File: config.mk
export PLATFORM = sky130hd
export DESIGN_NAME = cis_charger_input_status
export DESIGN_NICKNAME = d
export VERILOG_FILES = /design/src/cis_pkg.sv /design/src/cis_charger_input_status.sv
export VERILOG_INCLUDE_DIRS = /design/src /design/src/src
export SDC_FILE = /design/constraint.sdc
export NUM_CORES = 1
export LEC_CHECK = 0
export BUFFER_PORTS_ARGS = -buffer_cell sky130_fd_sc_hd__buf_4
export CORE_MARGIN = 1
export CORE_UTILIZATION = 50
export CTS_CLUSTER_DIAMETER = 120
export CTS_CLUSTER_SIZE = 12
export DETAILED_ROUTE_END_ITERATION = 8
export GPL_TIMING_DRIVEN = 0
export PLACE_DENSITY_LB_ADDON = 0.3
export SYNTH_ARGS = -nofsm -noshare
export SYNTH_HDL_FRONTEND = slang
export SYNTH_SLANG_ARGS = --single-unit
File: constraint.sdc
create_clock -name clk_in -period 2.3 [get_ports clk_in]
set_clock_uncertainty 0.15 [all_clocks]
set_input_delay 0.115 -clock clk_in [delete_from_list [all_inputs] [get_ports clk_in]]
set_output_delay 0.115 -clock clk_in [all_outputs]
set_load 0.05 [all_outputs]
File: src/cis_map.svh
`ifndef CIS_MAP_SVH
`define CIS_MAP_SVH

// apb byte offsets
`define CIS_CFG0_OFS 8'h00
`define CIS_CFG1_OFS 8'h04
`define CIS_STAT_OFS 8'h08
`define CIS_PEND_OFS 8'h0C
`define CIS_MASK_OFS 8'h10

// reset values
`define CIS_CFG0_RST 32'h0000_0800
`define CIS_CFG1_RST 32'h0000_0000
`define CIS_MASK_RST 4'hF

// interrupt bit positions
`define CIS_IRQ_TLOW 0
`define CIS_IRQ_THIGH 1
`define CIS_IRQ_LOOP 2
`define CIS_IRQ_QUAL 3
`define CIS_IRQ_W 4

// input quality codes
`define CIS_QUAL_UVLO 2'h0
`define CIS_QUAL_OVP 2'h1
`define CIS_QUAL_WAIT 2'h2
`define CIS_QUAL_OK 2'h3

// timing
`define CIS_CLK_HZ 40000000
`define CIS_CIN_DB_MS 120
`define CIS_CIN_DB_CYC ((`CIS_CLK_HZ / 1000) * `CIS_CIN_DB_MS)
`define CIS_PIN_DB_CYC 1024

`endif

File: src/cis_pkg.sv
package cis_pkg;

  typedef enum logic [1:0] {
    CIS_OT_RUN = 2'b01,
    CIS_OT_LOCK = 2'b10
  } cis_ot_state_t;

  typedef struct packed {
    logic gin_as_input;
    logic charger_enable_bit;
    logic [4:0] system_voltage_target_sel;
    logic [2:0] input_current_limit_sel;
    logic [2:0] input_voltage_floor_sel;
  } cis_cfg0_t;

  typedef struct packed {
    logic [2:0] topoff_timer_sel;
    logic [1:0] fast_charge_timer_sel;
    logic [2:0] die_temp_limit_sel;
    logic [1:0] term_current_sel;
    logic precharge_current_sel;
    logic [2:0] precharge_threshold_sel;
    logic [5:0] charge_current_sel;
    logic [5:0] charge_voltage_sel;
  } cis_cfg1_t;

  typedef struct packed {
    logic temp_alarm_low_status;
    logic temp_alarm_high_status;
    logic input_limit_active;
    logic input_voltage_loop_active;
    logic [1:0] input_quality_field;
    logic overtemp_lockout;
  } cis_stat_t;

endpackage

File: src/cis_charger_input_status.sv
`timescale 1ns/1ps
`default_nettype none
`include "cis_map.svh"

// How it works
// RULE_01 - power-on, charge input and general input pins debounced on both edges
// RULE_02 - debounced output follows only after a full stable interval; glitches restart it
// RULE_03 - low and high junction alarm status bits track their comparators continuously
// RULE_04 - any change of either alarm bit latches a maskable interrupt
// RULE_05 - overtemperature while on shuts every resource down at once
// RULE_06 - after lockout, resources stay blocked until the die cools 15C below threshold
// RULE_07 - input current limit status follows the loop; engaging raises loop interrupt
// RULE_08 - input overvoltage or undervoltage keeps charger off, battery feeds system
// RULE_09 - power delivery starts only 120ms after a valid source appears
// RULE_10 - 2-bit input quality field; any change raises quality interrupt
// RULE_11 - input voltage loop status; engaging raises the same loop interrupt
// RULE_12 - software selectors for all charger settings live in config registers
// RULE_13 - input overvoltage, undervoltage and precharge timer have no setting
// RULE_14 - minimum system voltage setpoint follows the system voltage target
// RULE_15 - battery off system while input powers it, on system without input
// RULE_16 - cleared charger enable bit stops charging regardless of input
// RULE_17 - interrupts latch on change and reach the output only when unmasked
// RULE_18 - pin debounce intervals are module parameters
module cis_charger_input_status import cis_pkg::*; #(
  parameter int unsigned PON_DB_CYC = `CIS_PIN_DB_CYC,
  parameter int unsigned GIN_DB_CYC = `CIS_PIN_DB_CYC,
  parameter int unsigned CIN_DB_CYC = `CIS_CIN_DB_CYC
) (
  input wire logic clk_in,
  input wire logic reset_in,
  input wire logic psel_in,
  input wire logic penable_in,
  input wire logic pwrite_in,
  input wire logic [7:0] paddr_in,
  input wire logic [31:0] pwdata_in,
  output logic [31:0] prdata_out,
  output logic pready_out,
  output logic pslverr_out,
  input wire logic power_on_request_pin_in,
  input wire logic general_input_pin_in,
  input wire logic charge_input_pin_in,
  input wire logic tj_above_low_in,
  input wire logic tj_above_high_in,
  input wire logic tj_above_lockout_in,
  input wire logic tj_cooled_in,
  input wire logic device_on_in,
  input wire logic input_ovp_in,
  input wire logic input_uvlo_in,
  input wire logic input_limit_loop_in,
  input wire logic input_voltage_loop_in,
  output logic power_on_request_out,
  output logic general_input_out,
  output logic charge_input_out,
  output logic resources_shutdown_out,
  output logic input_power_deliver_out,
  output logic charger_on_out,
  output logic battery_to_system_out,
  output cis_cfg0_t cfg0_out,
  output cis_cfg1_t cfg1_out,
  output logic [4:0] system_min_target_out,
  output logic irq_out
);

  localparam int CW = 24;

  // debounce limit per channel: 0 power-on, 1 general input, 2 charge input
  function automatic logic [CW-1:0] db_limit(input int idx);
    case (idx)
      0: db_limit = CW'(PON_DB_CYC - 1);
      1: db_limit = CW'(GIN_DB_CYC - 1);
      default: db_limit = CW'(CIN_DB_CYC - 1);
    endcase
  endfunction

  cis_cfg0_t cfg0_q;
  cis_cfg1_t cfg1_q;
  cis_stat_t stat_q;
  cis_ot_state_t ot_q;
  logic [2:0] raw;
  logic [2:0] db_q;
  logic [CW-1:0] cnt_q [3];
  logic [`CIS_IRQ_W-1:0] pend_q;
  logic [`CIS_IRQ_W-1:0] mask_q;
  logic [`CIS_IRQ_W-1:0] event_d;
  logic [1:0] qual_d;
  logic input_ok_d;
  logic wr_ok;
  logic [31:0] rd_d;
  logic rd_hit;

  // pins are taken as synchronous, so no extra flop stage sits in front of the counters
  assign raw = {charge_input_pin_in, general_input_pin_in, power_on_request_pin_in};

  // both edges: counter runs while raw differs from output, restarts on any glitch
  always_ff @(posedge clk_in) begin
    if (reset_in) begin
      db_q <= 3'h0;
      for (int i = 0; i < 3; i++) cnt_q[i] <= '0;
    end else begin
      for (int i = 0; i < 3; i++) begin
        if (raw[i] == db_q[i]) begin // [RULE_02]
          cnt_q[i] <= '0;
        end else if (cnt_q[i] >= db_limit(i)) begin // [RULE_01] [RULE_18]
          db_q[i] <= raw[i];
          cnt_q[i] <= '0;
        end else begin
          cnt_q[i] <= cnt_q[i] + CW'(1);
        end
      end
    end
  end

  // general input pin only reaches general_input_out when configured as an input; the status register shows it always
  always_ff @(posedge clk_in) begin
    if (reset_in) begin
      power_on_request_out <= 1'b0;
      general_input_out <= 1'b0;
      charge_input_out <= 1'b0;
    end else begin
      power_on_request_out <= db_q[0];
      general_input_out <= db_q[1] & cfg0_q.gin_as_input; // [RULE_01]
      charge_input_out <= db_q[2];
    end
  end

  // fixed thresholds arrive as comparator levels; nothing here is programmable [RULE_13]
  always_comb begin
    if (input_uvlo_in) qual_d = `CIS_QUAL_UVLO;
    else if (input_ovp_in) qual_d = `CIS_QUAL_OVP;
    else if (!db_q[2]) qual_d = `CIS_QUAL_WAIT; // [RULE_09]
    else qual_d = `CIS_QUAL_OK;
  end
  assign input_ok_d = (qual_d == `CIS_QUAL_OK);

  always_ff @(posedge clk_in) begin
    if (reset_in) begin
      stat_q <= '0;
    end else begin
      stat_q.temp_alarm_low_status <= tj_above_low_in; // [RULE_03]
      stat_q.temp_alarm_high_status <= tj_above_high_in; // [RULE_03]
      stat_q.input_limit_active <= input_limit_loop_in; // [RULE_07]
      stat_q.input_voltage_loop_active <= input_voltage_loop_in; // [RULE_11]
      stat_q.input_quality_field <= qual_d; // [RULE_10]
      stat_q.overtemp_lockout <= (ot_q == CIS_OT_LOCK);
    end
  end

  // lockout bypasses the sequenced power-down; cooling is the only way out
  always_ff @(posedge clk_in) begin
    if (reset_in) begin
      ot_q <= CIS_OT_RUN;
    end else begin
      case (ot_q)
        CIS_OT_RUN: if (tj_above_lockout_in && device_on_in) ot_q <= CIS_OT_LOCK; // [RULE_05]
        CIS_OT_LOCK: if (tj_cooled_in) ot_q <= CIS_OT_RUN; // [RULE_06]
        default: ot_q <= CIS_OT_RUN;
      endcase
    end
  end

  always_ff @(posedge clk_in) begin
    if (reset_in) begin
      resources_shutdown_out <= 1'b0;
      input_power_deliver_out <= 1'b0;
      charger_on_out <= 1'b0;
      battery_to_system_out <= 1'b1;
    end else begin
      resources_shutdown_out <= (ot_q == CIS_OT_LOCK) ||
                                (tj_above_lockout_in && device_on_in); // [RULE_05] [RULE_06]
      input_power_deliver_out <= input_ok_d; // [RULE_08] [RULE_09]
      charger_on_out <= input_ok_d && cfg0_q.charger_enable_bit; // [RULE_08] [RULE_16]
      battery_to_system_out <= !input_ok_d; // [RULE_15]
    end
  end

  assign event_d[`CIS_IRQ_TLOW] = stat_q.temp_alarm_low_status != tj_above_low_in; // [RULE_04]
  assign event_d[`CIS_IRQ_THIGH] = stat_q.temp_alarm_high_status != tj_above_high_in; // [RULE_04]
  assign event_d[`CIS_IRQ_LOOP] = (input_limit_loop_in && !stat_q.input_limit_active) ||
      (input_voltage_loop_in && !stat_q.input_voltage_loop_active); // [RULE_07] [RULE_11]
  assign event_d[`CIS_IRQ_QUAL] = stat_q.input_quality_field != qual_d; // [RULE_10]

  assign wr_ok = psel_in && penable_in && pready_out && pwrite_in && !pslverr_out;

  // write-one-to-clear; a new event in the same cycle keeps the bit set
  always_ff @(posedge clk_in) begin
    if (reset_in) begin
      pend_q <= '0;
    end else if (wr_ok && paddr_in == `CIS_PEND_OFS) begin
      pend_q <= (pend_q & ~pwdata_in[`CIS_IRQ_W-1:0]) | event_d; // [RULE_17]
    end else begin
      pend_q <= pend_q | event_d; // [RULE_17]
    end
  end

  always_ff @(posedge clk_in) begin
    if (reset_in) irq_out <= 1'b0;
    else irq_out <= |(pend_q & ~mask_q); // [RULE_17]
  end

  always_ff @(posedge clk_in) begin
    if (reset_in) begin
      cfg0_q <= cis_cfg0_t'(`CIS_CFG0_RST);
      cfg1_q <= cis_cfg1_t'(`CIS_CFG1_RST);
      mask_q <= `CIS_MASK_RST;
    end else if (wr_ok) begin
      case (paddr_in)
        `CIS_CFG0_OFS: cfg0_q <= cis_cfg0_t'(pwdata_in[$bits(cis_cfg0_t)-1:0]); // [RULE_12]
        `CIS_CFG1_OFS: cfg1_q <= cis_cfg1_t'(pwdata_in[$bits(cis_cfg1_t)-1:0]); // [RULE_12]
        `CIS_MASK_OFS: mask_q <= pwdata_in[`CIS_IRQ_W-1:0];
        default: ;
      endcase
    end
  end

  always_ff @(posedge clk_in) begin
    if (reset_in) begin
      cfg0_out <= cis_cfg0_t'(`CIS_CFG0_RST);
      cfg1_out <= cis_cfg1_t'(`CIS_CFG1_RST);
      system_min_target_out <= 5'h00;
    end else begin
      cfg0_out <= cfg0_q;
      cfg1_out <= cfg1_q;
      system_min_target_out <= cfg0_q.system_voltage_target_sel; // [RULE_14]
    end
  end

  always_comb begin
    rd_d = 32'h0000_0000;
    rd_hit = 1'b1;
    case (paddr_in)
      `CIS_CFG0_OFS: rd_d = 32'(cfg0_q);
      `CIS_CFG1_OFS: rd_d = 32'(cfg1_q);
      `CIS_STAT_OFS: rd_d = {22'h0, db_q, stat_q};
      `CIS_PEND_OFS: rd_d = 32'(pend_q);
      `CIS_MASK_OFS: rd_d = 32'(mask_q);
      default: rd_hit = 1'b0;
    endcase
  end

  // one wait-free access cycle: answer is prepared in the setup cycle
  always_ff @(posedge clk_in) begin
    if (reset_in) begin
      pready_out <= 1'b0;
      pslverr_out <= 1'b0;
      prdata_out <= 32'h0000_0000;
    end else begin
      pready_out <= psel_in && !penable_in;
      if (psel_in && !penable_in) begin
        pslverr_out <= !rd_hit;
        prdata_out <= pwrite_in ? 32'h0000_0000 : rd_d;
      end else begin
        pslverr_out <= 1'b0;
        prdata_out <= 32'h0000_0000;
      end
    end
  end
endmodule // cis_charger_input_status

`default_nettype wire

# == Word-level counts from Yosys, hierarchy flattened ==
# Memories as Yosys holds them, arrays and structs flattened.
# Index checks and enable logic that the tools add are counted.
# classes
reduce_logical,30
n_lt_le_gt_ge,3
bitwise,20
n_eq_ne,15
mux,59
addsub,3
n_mul,0
div,0
shifts,0
# ops
cell,n
two-way mux 24 bit,15
one-hot mux 26 bit (5 select lines),1
"adder 24 x 1 -> 24 bit, second input constant",3
greater-or-equal comparator 24 bit,3
two-way mux 1 bit,37
"== test 8 x 4 -> 1 bit, second input constant",2
AND reduction 2 bit,7
logical AND 1 bit,10
bitwise OR 1 bit,9
AND 4 bit,2
"== test 8 x 3 -> 1 bit, second input constant",1
"== test 8 x 5 -> 1 bit, second input constant",1
zero test 8 bit,1
two-way mux 2 bit,4
NOT 4 bit,2
bitwise OR 4 bit,2
zero test 1 bit,6
OR reduction 5 bit,1
"== test 2 bit, second input constant",2
two-way mux 4 bit,1
"inequality test 2 bit, second input constant",2
NOT 1 bit,4
one-hot mux 2 bit (2 select lines),1
OR reduction 4 bit,1
8 further kinds,12
# totals
ff_bits,140
latchBits,0
rom_bits,0
wordCells,180
mem_count,1
mem_bits_rw,72
output_inout_bits,86
input_bits,57
# mem_list
memory,depth,width,read_ports,rd_clocked_by_memory_dff,write_ports,line_no,rtl
cnt_q,3,24,3,0,3,cis_charger_input_status.sv:81,logic [CW-1:0] cnt_q [3];

# == Longest topological paths before layout ==
# Gate-level depths: netlist of the first run.
# depth
word_depth,10
mapped_depth,7

# == Worst setup path after synthesis of the first run ==
# Ideal clock, no wire load.
# synth_timing
path_kind,reg2reg
from,memory cnt_q[0][0]
to,memory cnt_q[0][2] (data pin)
stages_incl_launch_ff,7
path_buffers,1
slack_ns,0.306
t_arrival_ns,1.705
synth_period_minus_slack_ns,1.994
cell_sequence,edfxtp_1 > ha_1 > and4_1 > and4_1 > a311o_1 > clkbuf_1 > nor2_1
# synth_rtl
item,line_no
from (decl),cis_charger_input_status.sv:81

==> impl_metrics.py, run 1 <==
metrics = {
    "timing": {
        "period_share_pct": 94.12,
        "rsz0062_at_grt": "no",
        "max_freq_ghz": 0.4619,
        "whs_ns": -0.0006354,
        "slew_violations": 0,
        "finalHoldViolCount": 1,
        "max_slew_margin_pct": 42.77,
        "setup_viol": 0,
        "fin_crit_ns": 2.165,
        "tns_ns": 0,
        "worst_pin_slew_ns": 0.8505,
    },
    "clocking": {
        "path_clk_slew_ns": 0.06,
        "cts.sinks": 206,
        "htreeDepth": 1,
        "cts_tree": "yes",
        "cts_root_buffer": "clkbuf_16",
        "clock_latency_ns": 0.48,
        "cts_buffer_depth": 3,
        "numCtsBuffers": 21,
    },
    "power_and_ir_drop": {
        "power.total_mw": 7.381,
        "power_density_nw_per_um2": 681.9,
        "ir_drop_mv": 0.5953,
        "p_leak_nw": 4.226,
    },
    "critical_path": {
        "cp.depth": 4,
        "end_kind": "register",
        "crit_start": "cnt_q[2][6]",
        "required_ns": 2.46,
        "start_kind": "register",
        "cp_top_family": "simple AND/OR/NAND/NOR gates",
        "cp-endpoint": "cnt_q[2][19]",
        "cp_max_fo": 7,
        "r2r_end": "cnt_q[2][19]",
        "reg2reg_depth": 4,
        "regToRegSetupSlack_ns": 0.14,
        "path_class": "register to register",
        "max_stage_delay_ns": 0.58,
        "critPathSlowestCell": "or4_4",
        "crit_chain": "nand4_1 > or4_4 > or3_1 > a211oi_1",
        "r2r_start": "cnt_q[2][6]",
        "crit_arrival_ns": 2.33,
        "path_buf_inv": 0,
    },
    "die": {
        "initial_core_util_pct": 51.22,
        "die_height_um": 129.8,
        "die_w_um": 129.8,
        "dieArea_um2": 16850,
        "io_pins": 143,
        "core_um2": 15940,
        "rows": 46,
    },
    "drt": {
        "first_iter_violations": 568,
        "wl_um": 19780,
        "routed_via_density": 5.195,
        "via_count": 6676,
        "drc": 0,
        "wire_per_inst_um": 15.39,
        "final_antenna_net_count": 0,
        "drt_first_pass_iters": 4,
    },
    "synth": {
        "synthFlopType": "dfxtp_1",
        "synth_edf_count": 72,
        "ys_warn_count": 0,
        "synth_seq_cells": 206,
        "syn_inst": 761,
        "async_reset_ff_share_pct": 0,
        "synthesis.area_um2": 8167,
        "synth_cell_type_count": 56,
        "ys_seq_area_share_pct": 59.32,
        "synth.avg_cell_area_um2": 10.73,
    },
    "outcome": {
        "status": "finished, violations left",
        "violations": "hold timing",
    },
    "grt": {
        "grt_pass1_vias": 6011,
        "antenna_found_initial": 0,
        "grt_max_degree": 14,
        "grt_usage_pct": 23.59,
        "gr-total-overflow": 0,
        "grt_pass1_wl_um": 30980,
    },
    "layout": {
        "final_cell_count_no_fill": 1285,
        "layout_commonest_cell": "buf_4",
        "drive_gt1_share_pct": 18.15,
        "antenna_cells": 0,
        "finalInstanceArea_um2": 10820,
        "layout_common_cells": "137 x buf_4, 134 x dfxtp_1, 107 x conb_1",
        "syn2layout_area_growth_pct": 32.54,
        "nets": 1120,
    },
    "placed_design": {
        "place_inst": 1208,
        "hpwl_um": 13560,
        "port_buffers": 126,
        "place_area_um2": 9777,
        "place_congestion": 0.8901,
    },
    "run": {
        "drv_cap": 0,
    },
    "worst_hold_path": {
        "hold_path.class": "input pin to register",
    },
}
where the power goes:
group | switching (mW) | leakage, nW | internal (mW)
combinational | 0.254 | 2.14 | 0.201
clock | 1.31 | 0.277 | 1.68
sequential | 0.0664 | 1.81 | 3.87
per-stage QoR:
stage               util, %  hold WS (ns)  setup WS (ns)
floorplan                 -       0.04431         0.3059
global placement      61.32        0.1622        -0.1340
detailed placement    61.32        0.1823        -0.1603
CTS                   67.85     0.0007940        0.02595
global route          67.89       0.03322       0.005924
finish                67.89    -0.0006354         0.1351
worst min path at each step:
stage / start / end / slack, ns / depth (start not counted)
final: reset_in / power_on_request_out / -0.0006 / 2
after floorplan: input_uvlo_in / stat_q[1] / 0.04 / 1
after global routing: reset_in / power_on_request_out / 0.03 / 2
after global placement: input_uvlo_in / stat_q[1] / 0.16 / 2
after detailed placement: input_uvlo_in / stat_q[1] / 0.18 / 2
after CTS: paddr_in[6] / pslverr_out / 0.0008 / 3
routing by layer:
metal | routed length [um] | global-route usage (%) | vias to the layer above | part of all wire (%)
met1 | 8586 | 32.73 | 3144 | 43
met5 | 0 | 0 | - | 0
met3 | 1454 | 4.264 | 32 | 7.4
li1 | - | - | 3235 | -
met2 | 9285 | 37.97 | 265 | 47
met4 | 450 | 6.635 | 0 | 2.3
final cells by class:
class | instances | area [um^2]
fill | 1230 | 5119
sequential | 206 | 4845
multi-input combinational | 590 | 3378
timing repair buffer | 173 | 1411
clock buffer | 31 | 563.0
buffer | 55 | 296.5
tap | 216 | 270.3
inverter | 13 | 48.80
clock inverter | 1 | 11.26
synth_stat cells (8+ instances only):
cell type	n	area (um^2)
nor2_1	42	157.7
a211oi_1	8	60.06
nor4_1	9	56.30
and2_1	17	106.4
o21ai_0	39	195.2
a2bb2oi_1	8	70.07
nor2b_1	47	294.0
nand2_1	21	78.83
nor3_1	21	105.1
mux2_2	8	90.09
clkbuf_1	33	123.9
o21ai_1	11	55.05
dfxtp_1	134	2683
xnor2_1	18	157.7
buf_4	11	82.58
nand3_1	54	270.3
a21oi_1	47	235.2
xor2_1	15	131.4
nand4_1	31	193.9
inv_1	13	48.80
edfxtp_1	72	2162
cells by family after synthesis:
| logic type | share of synthesized area (%) |
|---|---|
| xor+xnor | 3.539 |
| buf+inv | 4.259 |
| other cells | 0.09196 |
| fa+ha+maj | 0.4597 |
| simple gates | 20.07 |
| mux | 1.961 |
| flops | 59.32 |
| compound gates | 10.30 |
repair_timing:
item | in CTS | in global routing
buffers inserted | 0 | 0
hold endpoints to repair | 77 | 0
resized for setup | 4 | 2
hold buffers | 46 | 0
endpoints found under the setup margin | 21 | 22
sequential cells by signal, indices dropped and copies added (netlist names), 2 cells and up:
register and cells:
cfg1_out 26, mask_q 4, system_min_target_out 5, cnt_q 72, prdata_out 26, cfg0_q 13
stat_q 7, ot_q 2, cfg0_out 8, db_q 3, cfg1_q 26, pend_q 4
No activity file was read; power rests on OpenSTA's default activity.
==> run 2: changes to the inputs <==
--- a/config.mk
+++ b/config.mk
@@ -9,6 +9,7 @@
 export BUFFER_PORTS_ARGS = -buffer_cell sky130_fd_sc_hd__buf_4
 export CORE_MARGIN = 1
 export CORE_UTILIZATION = 50
+export CTS_BUF_LIST = sky130_fd_sc_hd__clkbuf_8
 export CTS_CLUSTER_DIAMETER = 120
 export CTS_CLUSTER_SIZE = 12
 export DETAILED_ROUTE_END_ITERATION = 8
==> impl_metrics.py, run 2 (same netlist as run 1, synthesis figures left out) <==
metrics = {
    "clocking": {
        "numCtsBuffers": 21,
        "path_clk_slew_ns": 0.09,
        "cts_buffer_depth": 3,
        "cts_tree": "yes",
        "clock_latency_ns": 0.51,
        "cts.sinks": 206,
        "cts_root_buffer": "clkbuf_8",
        "htreeDepth": 1,
    },
    "drt": {
        "via_count": 6678,
        "wire_per_inst_um": 15.09,
        "first_iter_violations": 497,
        "routed_via_density": 5.161,
        "drc": 0,
        "final_antenna_net_count": 0,
        "drt_first_pass_iters": 5,
        "wl_um": 19530,
    },
    "timing": {
        "max_freq_ghz": 0.4568,
        "rsz0062_at_grt": "no",
        "fin_crit_ns": 2.189,
        "period_share_pct": 95.19,
        "worst_pin_slew_ns": 0.7799,
        "setup_viol": 0,
        "finalHoldViolCount": 0,
        "max_slew_margin_pct": 47.52,
        "slew_violations": 0,
        "whs_ns": 0.02210,
    },
    "grt": {
        "grt_pass1_vias": 5918,
        "grt_pass1_wl_um": 30350,
        "gr-total-overflow": 0,
        "grt_max_degree": 14,
        "antenna_found_initial": 0,
        "grt_usage_pct": 23.17,
    },
    "layout": {
        "nets": 1129,
        "drive_gt1_share_pct": 18.46,
        "regMostFlops": "cnt_q",
        "syn2layout_area_growth_pct": 30.52,
        "finalInstanceArea_um2": 10660,
        "largest_reg_flops": 72,
        "layout_commonest_cell": "buf_4",
        "layout_common_cells": "142 x buf_4, 134 x dfxtp_1, 107 x conb_1",
        "antenna_cells": 0,
        "multiInputGateArea_um2": 3378,
        "final-seq-area_um2": 4845,
        "fillers": 1250,
    },
    "critical_path": {
        "max_stage_delay_ns": 0.62,
        "regToRegSetupSlack_ns": 0.11,
        "start_kind": "register",
        "critPathSlowestCell": "or4_4",
        "cp_max_fo": 5,
        "path_class": "register to register",
        "path_buf_inv": 0,
        "crit_chain": "nand3_1 > or4_4 > or3_1 > a211oi_1",
        "cp_top_family": "simple AND/OR/NAND/NOR gates",
        "end_kind": "register",
        "required_ns": 2.49,
        "crit_arrival_ns": 2.38,
    },
    "worst_hold_path": {
        "hold_path.class": "input pin to register",
    },
    "placed_design": {
        "port_buffers": 126,
        "hpwl_um": 13560,
        "place_area_um2": 9777,
        "place_congestion": 0.8901,
    },
    "die": {
        "rows": 46,
        "die_height_um": 129.8,
        "initial_core_util_pct": 51.22,
        "die_w_um": 129.8,
        "io_pins": 143,
        "dieArea_um2": 16850,
        "core_um2": 15940,
    },
    "run": {
        "drv_cap": 0,
    },
    "power_and_ir_drop": {
        "ir_drop_mv": 0.4744,
        "power_density_nw_per_um2": 602.3,
        "p_leak_nw": 4.191,
    },
    "outcome": {
        "status": "finished, final reports clean",
    },
}
## run 2: cell types whose count changed in the layout (fill, tap and decap cells not counted)
| cell | previous run | this run |
|---|---|---|
| buf_4 | 137 | 142 |
| clkbuf_8 | 0 | 21 |
| clkbuf_1 | 37 | 28 |
| clkbuf_16 | 21 | 0 |
| dlygate4sd3_1 | 46 | 49 |
| inv_1 | 13 | 23 |
## run 2: timing repair
action,CTS,global route
gates resized for setup,4,2
endpoints found under the hold margin,79,0
hold buffers,49,0
setup buffers,0,5
endpoints found under the setup margin,21,22
## run 2: per-layer routing
| metal | track usage, % | vias to the layer above | part of all wire [%] |
|---|---|---|---|
| met5 | 0 | - | 0 |
| met4 | 7.182 | 0 | 2.6 |
| met3 | 4.100 | 35 | 8.0 |
| met2 | 36.52 | 290 | 46 |
| met1 | 32.59 | 3103 | 43 |
| li1 | - | 3250 | - |
## run 2: final timing paths
| check | start | endpoint | depth (start not counted) |
|---|---|---|---|
| max | cnt_q[2][2] | cnt_q[2][19] | 4 |
| min | reset_in | db_q[0] | 3 |
| max reg2reg | cnt_q[2][2] | cnt_q[2][19] | 4 |
| min reg2reg | cfg1_q[18] | cfg1_out[18] | 1 |
## run 2: tightest hold or removal path, stage by stage
cell and delay (ns):
clkbuf_1 0.23, nor2b_1 0.17, mux2_2 0.14
## run 2: layout make-up
cell class,instances,area share (%)
Buffer,56,2.817
Clock buffer,21,2.712
Clock inverter,11,0.4578
Inverter,13,0.4578
Multi-Input combinational cell,590,31.69
Sequential cell,206,45.45
Tap cell,216,2.536
Timing Repair Buffer,181,13.87
## run 2: metrics by stage
step	cells	TNS, ns	utilization, %	setup WS, ns	power [mW]
floorplan	866	0	-	0.3059	4.228
global placement	1208	-2.679	61.32	-0.1340	4.383
detailed placement	1208	-4.435	61.32	-0.1603	4.389
CTS	1289	0	66.55	0.01172	6.466
global route	1294	0	66.86	0.006126	6.678
finish	1294	0	66.86	0.1107	6.420
## run 2: where the power goes
group	switching (mW)	total (mW)	internal (mW)
Sequential	0.0666	3.93	3.86
Clock	1.18	2.03	0.853
Combinational	0.254	0.459	0.205
Total	1.50	6.42	4.92
==> run 3: changes to the inputs <==
--- a/config.mk
+++ b/config.mk
@@ -14,7 +14,7 @@
 export CTS_CLUSTER_SIZE = 12
 export DETAILED_ROUTE_END_ITERATION = 8
 export GPL_TIMING_DRIVEN = 0
-export PLACE_DENSITY_LB_ADDON = 0.3
+export PLACE_DENSITY = 0.72
 export SYNTH_ARGS = -nofsm -noshare
 export SYNTH_HDL_FRONTEND = slang
 export SYNTH_SLANG_ARGS = --single-unit
==> impl_metrics.py, run 3 (same netlist as run 1, synthesis figures left out) <==
metrics = {
    "grt": {
        "grt_usage_pct": 24.04,
        "antenna_found_initial": 0,
        "grt_pass1_vias": 6135,
        "gr-total-overflow": 0,
        "grt_pass1_wl_um": 31330,
        "grt_max_degree": 14,
    },
    "layout": {
        "final_core_util_pct": 66.93,
        "drive_gt1_share_pct": 18.38,
        "multiInputGateArea_um2": 3378,
        "regMostFlops": "cnt_q",
        "fillers": 1275,
        "final_cell_count_no_fill": 1293,
        "syn2layout_area_growth_pct": 30.66,
        "layout_common_cells": "140 x buf_4, 134 x dfxtp_1, 107 x conb_1",
        "largest_reg_flops": 72,
        "layout_commonest_cell": "buf_4",
        "nets": 1128,
        "antenna_cells": 0,
        "final-seq-area_um2": 4845,
    },
    "clocking": {
        "path_clk_slew_ns": 0.08,
        "htreeDepth": 1,
        "cts_tree": "yes",
        "cts_buffer_depth": 3,
        "cts.sinks": 206,
        "cts_root_buffer": "clkbuf_8",
        "numCtsBuffers": 21,
        "clock_latency_ns": 0.53,
    },
    "critical_path": {
        "regToRegSetupSlack_ns": 0.10,
        "reg2reg_depth": 5,
        "end_kind": "register",
        "path_class": "input pin to register",
        "cp_max_fo": 10,
        "crit_arrival_ns": 2.47,
        "r2r_start": "cnt_q[2][18]",
        "r2r_end": "cnt_q[2][7]",
        "start_kind": "input pin",
        "required_ns": 2.57,
        "crit_start": "paddr_in[1]",
    },
    "timing": {
        "finalHoldViolCount": 0,
        "period_share_pct": 96.05,
        "slew_violations": 0,
        "setup_viol": 0,
        "finalWorstSetupSlack_ns": 0.09089,
        "max_slew_margin_pct": 51.96,
        "max_freq_ghz": 0.4527,
        "fin_crit_ns": 2.209,
        "tns_ns": 0,
        "worst_pin_slew_ns": 0.7152,
    },
    "placed_design": {
        "port_buffers": 126,
        "place_inst": 1208,
        "pre_cts_ws_ns": -0.2304,
        "hpwl_um": 13980,
        "place_congestion": 0.8812,
    },
    "drt": {
        "drc": 0,
        "final_antenna_net_count": 0,
        "wire_per_inst_um": 15.77,
        "drt_first_pass_iters": 5,
        "routed_via_density": 5.171,
        "via_count": 6686,
        "first_iter_violations": 489,
        "wl_um": 20390,
    },
    "power_and_ir_drop": {
        "clkPwrFrac_pct": 32.0,
        "internal_power_mw": 4.926,
        "seq_power_share_pct": 60.7,
        "ir_drop_mv": 0.4478,
        "p_sw_share_pct": 23.90,
        "p_leak_nw": 4.191,
        "p_sw_mw": 1.547,
        "power_density_nw_per_um2": 606.7,
        "power.share.combinational_pct": 7.2,
    },
    "run": {
        "drv_cap": 0,
    },
    "die": {
        "die_height_um": 129.8,
        "rows": 46,
        "dieArea_um2": 16850,
        "core_um2": 15940,
        "initial_core_util_pct": 51.22,
        "die_w_um": 129.8,
        "io_pins": 143,
    },
    "outcome": {
        "status": "finished, final reports clean",
    },
    "worst_hold_path": {
        "worstHoldPathCells": 6,
        "hp-start": "paddr_in[7]",
        "hold_path.class": "input pin to register",
        "min_to": "mask_q[2]",
    },
}
[run 3: cell count changes in the layout (fill, tap and decap cells not counted)]
cell,previous run,this run
dlygate4sd3_1,49,52
buf_4,142,140
clkbuf_1,28,26
clkinvlp_4,0,1
inv_1,23,22
[run 3: per-layer routing]
layer	vias up	global-route usage (%)	part of all wire, %
met5	-	0	0
met1	3145	33.52	46
met4	0	8.482	2.5
met2	247	37.59	45
met3	45	4.510	6.4
li1	3249	-	-
[run 3: worst max-delay path: stages]
cell           delay (ns)
buf_4                0.11
or4_4                0.54
buf_6                0.16
dlygate4sd3_1        0.57
nor2_1               0.12
nand4b_1             0.49
a21oi_1              0.37
[run 3: worst max path at each step]
stage	to	depth (start not counted)
final	prdata_out[2]	7
after global routing	cnt_q[2][19]	4
after CTS	prdata_out[8]	6
after detailed placement	cnt_q[2][7]	5
after global placement	prdata_out[8]	6
after floorplan	cnt_q[0][2]	6
[run 3: through the flow]
step / cell area [um^2] / hold slack, ns / power [mW]
after global routing: 10670 / 0.03612 / 6.719
after global placement: 9777 / 0.1644 / 4.385
after detailed placement: 9777 / 0.1669 / 4.390
after CTS: 10650 / 0.01443 / 6.511
final: 10670 / 0.03682 / 6.473
after floorplan: 8561 / 0.04431 / 4.228
[run 3: what timing repair did]
action                     CTS  global route
buffers inserted             0             3
setup endpoints to repair   21            33
hold endpoints to repair    80             0
pin swaps                    0             1
hold buffers                52             0
resized for setup            5             1
[run 3: area by class of cell]
class / instances / share of cell area [%]
plain buffers: 54 / 2.744
clock buffers: 21 / 2.709
clock inverters: 11 / 0.4925
inverters: 13 / 0.4573
multi-input cells: 590 / 31.66
flip-flops and latches: 206 / 45.40
well taps: 216 / 2.533
repair buffers: 182 / 14.00
[run 3: power groups by stage]
| stage | Sequential (mW) | Combinational [mW] | Clock [mW] |
|---|---|---|---|
| after global placement | 4.01 | 0.376 | 0 |
| after detailed placement | 4.01 | 0.376 | 0 |
| after CTS | 3.93 | 0.450 | 2.13 |
| after global routing | 3.94 | 0.505 | 2.27 |
| after floorplan | 4.01 | 0.221 | 0 |
| final | 3.93 | 0.469 | 2.07 |
